### src/verilog/power_pkg.sv
package power_pkg;
	// power control register layout, all offsets are byte addresses
	localparam logic [7:0] CTRL_OFS = 8'h00; // power_control_register
	localparam logic [7:0] STAT_OFS = 8'h04; // state and wake status, read only
	localparam logic [7:0] IRQ_STAT_OFS = 8'h08; // sticky events, write one to clear
	localparam logic [7:0] IRQ_MASK_OFS = 8'h0c;
	localparam logic [7:0] EXTCFG_OFS = 8'h10; // external interrupt enable and level mode
	localparam int IDLE_BIT = 0;
	localparam int PDOWN_BIT = 1;
	localparam logic [7:0] CTRL_RESET = 8'h00;
	localparam logic [2:0] MASK_RESET = 3'h0;
	localparam logic [2:0] STAT_RESET = 3'h4; // reset-wake event is set out of reset
	localparam logic [1:0] EXTCFG_RESET = 2'h0;
	// event bits
	localparam int EV_IDLE_WAKE = 0;
	localparam int EV_PDOWN_WAKE = 1;
	localparam int EV_RESET_WAKE = 2;
	// low time the external wake pin must hold before release
	localparam int WAKE_LOW_CYCLES = 1024;
	localparam int WAKE_CNT_W = 11;
	typedef enum logic [1:0] {RUN, IDLE, PDOWN, WAKE} pmode_t;
endpackage

### src/verilog/power_saving_mode_control.sv
// Local design decisions: the register offsets and the APB slave port.
`timescale 1ns/1ps
module power_saving_mode_control
	import power_pkg::*;
(
	input wire logic clk,
	input wire logic rst,
	input wire logic psel,
	input wire logic penable,
	input wire logic pwrite,
	input wire logic [7:0] paddr,
	input wire logic [31:0] pwdata,
	output logic [31:0] prdata,
	output logic pready,
	output logic pslverr,
	input wire logic intPending,
	input wire logic extIntN,
	input wire logic retDone,
	output logic clkRun,
	output logic pcHalt,
	output logic intAck,
	output logic resumeNext,
	output logic addrLatchStrobe,
	output logic program_store_strobe_n,
	output logic irq
);
	logic extSync;
	pmode_t mode_q, mode_d;
	logic [1:0] pwrReq_q, pwrReq_d;
	logic [1:0] extCfg_q, extCfg_d;
	logic [2:0] evStat_q, evStat_d;
	logic [2:0] evMask_q, evMask_d;
	logic [WAKE_CNT_W-1:0] lowCnt_q, lowCnt_d;
	logic resumePend_q, resumePend_d;
	logic [31:0] prdata_d;
	logic pready_d, pslverr_d, intAck_d, resumeNext_d, irq_d;
	logic clkRun_d, pcHalt_d, ale_d, pss_d;
	logic wr, rd;
	logic [2:0] evSet;

	sync2 extPinSync (
		.clk(clk),
		.rst(rst),
		.d(extIntN),
		.q(extSync)
	);

	// zero-wait apb slave; reads decode in setup so data stands beside pready
	assign wr = psel && penable && pwrite;
	assign rd = psel && !penable && !pwrite;

	// mode controller, request bits and wake timing
	always_comb
	begin
		mode_d = mode_q;
		pwrReq_d = pwrReq_q;
		lowCnt_d = lowCnt_q;
		intAck_d = 1'b0;
		resumePend_d = resumePend_q;
		resumeNext_d = 1'b0;
		evSet = 3'h0;
		if (wr && paddr == CTRL_OFS)
		begin
			pwrReq_d = pwdata[1:0];
		end
		case (mode_q)
			RUN:
			begin
				if (pwrReq_d[PDOWN_BIT])
				begin
					mode_d = PDOWN;
				end
				else if (pwrReq_d[IDLE_BIT])
				begin
					mode_d = IDLE;
				end
				if (resumePend_q && retDone)
				begin
					resumeNext_d = 1'b1;
					resumePend_d = 1'b0;
				end
			end
			IDLE:
			begin
				// only an enabled interrupt leaves idle; bus writes cannot
				if (intPending)
				begin
					pwrReq_d[IDLE_BIT] = 1'b0;
					intAck_d = 1'b1;
					resumePend_d = 1'b1;
					mode_d = RUN;
					evSet[EV_IDLE_WAKE] = 1'b1;
				end
			end
			PDOWN:
			begin
				// edge-mode inputs are ignored; an enabled level input low starts the clock
				if (extCfg_q[0] && extCfg_q[1] && !extSync)
				begin
					mode_d = WAKE;
					lowCnt_d = WAKE_CNT_W'(1);
				end
			end
			WAKE:
			begin
				// pin must stay low the full count; an early release drops back
				if (!extSync)
				begin
					if (lowCnt_q != WAKE_CNT_W'(WAKE_LOW_CYCLES))
					begin
						lowCnt_d = lowCnt_q + WAKE_CNT_W'(1);
					end
				end
				else if (lowCnt_q == WAKE_CNT_W'(WAKE_LOW_CYCLES))
				begin
					pwrReq_d[PDOWN_BIT] = 1'b0;
					pwrReq_d[IDLE_BIT] = 1'b0;
					intAck_d = 1'b1;
					resumePend_d = 1'b1;
					mode_d = RUN;
					evSet[EV_PDOWN_WAKE] = 1'b1;
				end
				else
				begin
					mode_d = PDOWN;
				end
			end
			default:
			begin
				mode_d = RUN;
			end
		endcase
	end

	// register file next values; set beats write-one clear
	always_comb
	begin
		extCfg_d = extCfg_q;
		evMask_d = evMask_q;
		evStat_d = evStat_q;
		if (wr && paddr == IRQ_STAT_OFS)
		begin
			evStat_d = evStat_q & ~pwdata[2:0];
		end
		else if (wr && paddr == IRQ_MASK_OFS)
		begin
			evMask_d = pwdata[2:0];
		end
		else if (wr && paddr == EXTCFG_OFS)
		begin
			extCfg_d = pwdata[1:0];
		end
		evStat_d = evStat_d | evSet;
		irq_d = |(evStat_d & evMask_d);
		prdata_d = 32'h0;
		pslverr_d = 1'b0;
		// error and data are registered from setup, the same edge as pready
		if (psel && !penable)
		begin
			if (paddr == CTRL_OFS)
			begin
				prdata_d = {30'h0, pwrReq_q};
			end
			else if (paddr == STAT_OFS)
			begin
				prdata_d = {18'h0, lowCnt_q, extSync, mode_q};
			end
			else if (paddr == IRQ_STAT_OFS)
			begin
				prdata_d = {29'h0, evStat_q};
			end
			else if (paddr == IRQ_MASK_OFS)
			begin
				prdata_d = {29'h0, evMask_q};
			end
			else if (paddr == EXTCFG_OFS)
			begin
				prdata_d = {30'h0, extCfg_q};
			end
			else
			begin
				pslverr_d = 1'b1;
			end
		end
		if (!rd)
		begin
			prdata_d = 32'h0;
		end
		pready_d = psel && !penable;
	end

	// core-facing outputs decoded from the next mode so they line up with it
	always_comb
	begin
		clkRun_d = (mode_d != PDOWN);
		pcHalt_d = (mode_d != RUN);
		ale_d = (mode_d == IDLE) || (mode_d == RUN);
		pss_d = (mode_d == IDLE) || (mode_d == RUN);
		if (mode_d == PDOWN || mode_d == WAKE)
		begin
			ale_d = 1'b0;
			pss_d = 1'b0;
		end
		if (mode_d == IDLE)
		begin
			ale_d = 1'b1;
			pss_d = 1'b1;
		end
	end

	// reset behaves as power-on: everything to defaults, from any mode
	// no other state is touched while asleep, so ram and sfr contents keep
	always_ff @(posedge clk)
	begin
		if (rst)
		begin
			mode_q <= RUN;
			pwrReq_q <= CTRL_RESET[1:0];
			extCfg_q <= EXTCFG_RESET;
			evStat_q <= STAT_RESET;
			evMask_q <= MASK_RESET;
			lowCnt_q <= '0;
			resumePend_q <= 1'b0;
			prdata <= 32'h0;
			pready <= 1'b0;
			pslverr <= 1'b0;
			intAck <= 1'b0;
			resumeNext <= 1'b0;
			irq <= 1'b0;
			clkRun <= 1'b1;
			pcHalt <= 1'b0;
			addrLatchStrobe <= 1'b1;
			program_store_strobe_n <= 1'b1;
		end
		else
		begin
			mode_q <= mode_d;
			pwrReq_q <= pwrReq_d;
			extCfg_q <= extCfg_d;
			evStat_q <= evStat_d;
			evMask_q <= evMask_d;
			lowCnt_q <= lowCnt_d;
			resumePend_q <= resumePend_d;
			prdata <= prdata_d;
			pready <= pready_d;
			pslverr <= pslverr_d;
			intAck <= intAck_d;
			resumeNext <= resumeNext_d;
			irq <= irq_d;
			clkRun <= clkRun_d;
			pcHalt <= pcHalt_d;
			addrLatchStrobe <= ale_d;
			program_store_strobe_n <= pss_d;
		end
	end
endmodule

### src/verilog/sync2.sv
`timescale 1ns/1ps
// two-stage synchroniser; the first stage is read only by the second
module sync2 (
	input wire logic clk,
	input wire logic rst,
	input wire logic d,
	output logic q
);
	logic s1_q;
	logic s1_d;
	logic q_d;

	always_comb
	begin
		s1_d = d;
		q_d = s1_q;
	end

	// pin idles high, so reset to one keeps the wake detector quiet
	always_ff @(posedge clk)
	begin
		if (rst)
		begin
			s1_q <= 1'b1;
			q <= 1'b1;
		end
		else
		begin
			s1_q <= s1_d;
			q <= q_d;
		end
	end
endmodule
### config.mk
export PLATFORM = sky130hd
export DESIGN_NAME = power_saving_mode_control
export DESIGN_NICKNAME = d
export VERILOG_FILES = /design/src/verilog/power_pkg.sv /design/src/verilog/power_saving_mode_control.sv /design/src/verilog/sync2.sv
export SDC_FILE = /design/constraint.sdc
export NUM_CORES = 1
export LEC_CHECK = 0
export ABC_AREA = 1
export BUFFER_PORTS_ARGS = -buffer_cell sky130_fd_sc_hd__buf_2
export CAP_MARGIN = 5
export CORE_ASPECT_RATIO = 1.5
export CORE_MARGIN = 4
export CORE_UTILIZATION = 45
export DETAILED_ROUTE_END_ITERATION = 8
export PLACE_DENSITY = 0.84
export SLEW_MARGIN = 20
export SYNTH_ARGS = -nofsm -noshare
export SYNTH_HDL_FRONTEND = slang
export SYNTH_SLANG_ARGS = --single-unit
### constraint.sdc
create_clock -name clk -period 1.7 [get_ports clk]
set_clock_uncertainty 0.2 [all_clocks]
set_input_delay 0.34 -clock clk [delete_from_list [all_inputs] [get_ports clk]]
set_output_delay 0.34 -clock clk [all_outputs]
set_load 0.02 [all_outputs]
==> out/metrics.yaml <==
status: "finished, final reports clean"
insertedDiodeCount: 0
grt_use_total: 0.1695
synth_top_area_frac: 0.3817
synth_cell_types: 36
yosysWarnings: 0
r2r_end: "pcHalt"
rows: 33
tritoncts: "done"
routed_via_density: 5.059
r2r-start: "lowCnt_q[4]"
end_kind: "flop"
dieArea_um2: 6880
finalSetupViolCount: 0
hpwl_um: 4438
nNetsFinal: 467
rrSetupSlack_ps: 20
r2r_cells: 8
wirelength_um: 6344
synth_top_cells_by_area: "dfxtp_1 (38%), nand2_1 (11%), inv_1 (6.4%)"
drt_first_pass_iters: 5
root_buffer: "clkbuf_8"
critPathMaxStageDelay_ps: 340
vdd_drop_max_uv: 367.6
cts_max_path_buffers: 2
yosysMostFrequentCell: "nand2_1"
wl_per_cell_um: 13.00
path_cells: "nor2_2, nand2_2, nor3_4, nand3_4, o21ai_1, nand2_1, inv_2, nand2_1"
h-tree-depth: 2
cts_hold_buf: 0
drive_gt1_frac: 0.3469
start_util: 0.4619
pwr_density_cell_nw_per_um2: 684.9
antenna_found_initial: 0
final_core_util: 0.5723
critical_path_arrival_ps: 1690
cp-start-kind: "flop"
fin_crit_sh: 0.9884
ant_nets: 0
synth_edf_count: 0
hold_viol: 0
first_iter_violations: 189
max-cap-violations: 0
setup_tns_ps: 0
route.detailed.drc: 0
rsz0062_at_grt: "yes"
vias: 2469
die-width_um: 69.07
hold_depth: 2
cts_buffers: 5
hold_path.startpoint: "extIntN"
max_freq_ghz: 0.5951
drv_slew: 0
synth_ff_type: "dfxtp_1"
crit_top_cell: "nand2_1"
place.gp.congestion: 0.8727
p_leak_nw: 1.471
period_needed_ps: 1680
critPathKind: "reg -> reg"
clock_latency_ps: 310
avgSynthCellArea_um2: 7.213
min_to: "extPinSync.q_d"
worstPathRequired_ps: 1710
grt_pass1_wl_um: 9522
yosys_register_bits: 48
grt_max_degree: 21
grt_pass1_vias: 2211
critPathTopFamily: "simple AND/OR/NAND/NOR gates"
area_growth_pct: 23.91
path_clk_slew_ps: 100
critical_path.slowest_cell: "dfxtp_1"
pin_count: 89
portBuffers: 41
yosysTopAreaCell: "dfxtp_1"
hp-class: "in -> reg"
path_max_fanout: 5
core_um2: 5450
synth_cells: 349
path_buf_inv: 1
netlist_top_cells_count: "nand2_1 (73), dfxtp_1 (48), inv_1 (43)"
yosysSeqAreaShare: 0.3817
globalRoute.totalOverflow: 0
ys_async_sr_fraction: 0
cts_num_sinks: 48
mappedNetlistArea_um2: 2517
dieHeight_um: 99.61
[report_power, final]
part | internal (mW) | switching [mW]
sequential | 1.13 | 0.00248
combinational | 0.0358 | 0.0962
clock | 0.481 | 0.393
[worst max path at each step]
stage / start / end / slack [ps] / depth (start not counted)
2_1_floorplan: lowCnt_q[0] / lowCnt_q[8] / 10 / 10
3_3_place_gp: lowCnt_q[1] / lowCnt_q[10] / -8 / 10
3_5_place_dp: lowCnt_q[1] / lowCnt_q[4] / -90 / 10
4_1_cts: lowCnt_q[1] / lowCnt_q[1] / -9 / 9
5_1_grt: lowCnt_q[4] / lowCnt_q[8] / -100 / 8
6_report: lowCnt_q[4] / pcHalt / 20 / 8
[cell usage in the layout, fill, tap and decap left out, types with 6 or more instances in the layout]
master    synthesis  layout
a21oi_1          10       9
buf_2             1      41
buf_4            20      24
clkbuf_8          0       6
conb_1            1      18
dfxtp_1          48      41
dfxtp_2           0       7
inv_1            43      40
inv_2             3       6
nand2_1          73      72
nand2_2           5       6
nand3_1          32      31
nand4_1           9       9
nor2_1           38      33
nor2_2           16      20
nor2_4            5       6
nor3_1           10       7
[final cells by class]
| cell class | instances | area (um^2) |
|---|---|---|
| clock buffers | 6 | 82.58 |
| well taps | 70 | 87.58 |
| repair buffers | 68 | 419.2 |
| flip-flops and latches | 48 | 969.7 |
| inverters | 48 | 185.2 |
| multi-input cells | 246 | 1336 |
| fillers | 481 | 2331 |
| clock inverters | 2 | 38.79 |
[what timing repair did]
| action | 4_1_cts | 5_1_grt |
|---|---|---|
| setup endpoints to repair | 11 | 13 |
| gates resized for setup | 10 | 22 |
| pin swaps | 5 | 10 |
| gates cloned | 1 | 0 |
| buffers inserted | 2 | 1 |
[worst reg2reg max path, cell delays in order (launching register included)]
cell and delay (ps):
dfxtp_1 340, nor2_2 160, nand2_2 110, nor3_4 220
nand3_4 180, o21ai_1 170, nand2_1 100, inv_2 60
nand2_1 50
[registers in the layout, indices dropped and copies added (netlist names)]
signal                  cells
program_store_strobe_n      1
extPinSync.q                1
pslverr                     1
extPinSync.q_d              1
irq                         1
lowCnt_q                   11
evStat_q                    3
pwrReq_q                    2
extCfg_q                    2
prdata                     14
mode_q                      2
clkRun                      1
intAck                      1
pcHalt                      1
evMask_q                    3
resumePend_q                1
resumeNext                  1
pready                      1
[per-layer routing]
metal  track usage  part of all wire  vias to the layer above
met3       0.03438             0.060                       32
met4        0.1008             0.053                        0
met2        0.3235              0.54                      122
met5             0                 0                        -
li1              -                 -                     1204
met1        0.1650              0.34                     1111
[cell families after synthesis]
kind of cell,after synthesis,share of synthesized area
AND/OR/NAND/NOR,199,0.3877
AO/OA/AOI/OAI,25,0.06213
XOR/XNOR,1,0.003480
flip-flops,48,0.3817
adder cells (fa/ha/maj),2,0.009939
buffers and inverters,73,0.1536
other,1,0.001490
[stage by stage]
stage	hold WS, ps	total power [mW]	area, um^2	std cells	worst slack [ps]
floorplan	189.5	1.268	2581	366	11.11
global placement	206.8	1.283	2853	476	-8.270
detailed placement	207.3	1.285	2853	476	-85.05
CTS	16.24	2.144	3029	487	-9.157
global route	23.60	2.203	3119	488	-104.9
finish	19.54	2.136	3119	488	19.71
Power figures use the tool's default switching activity.
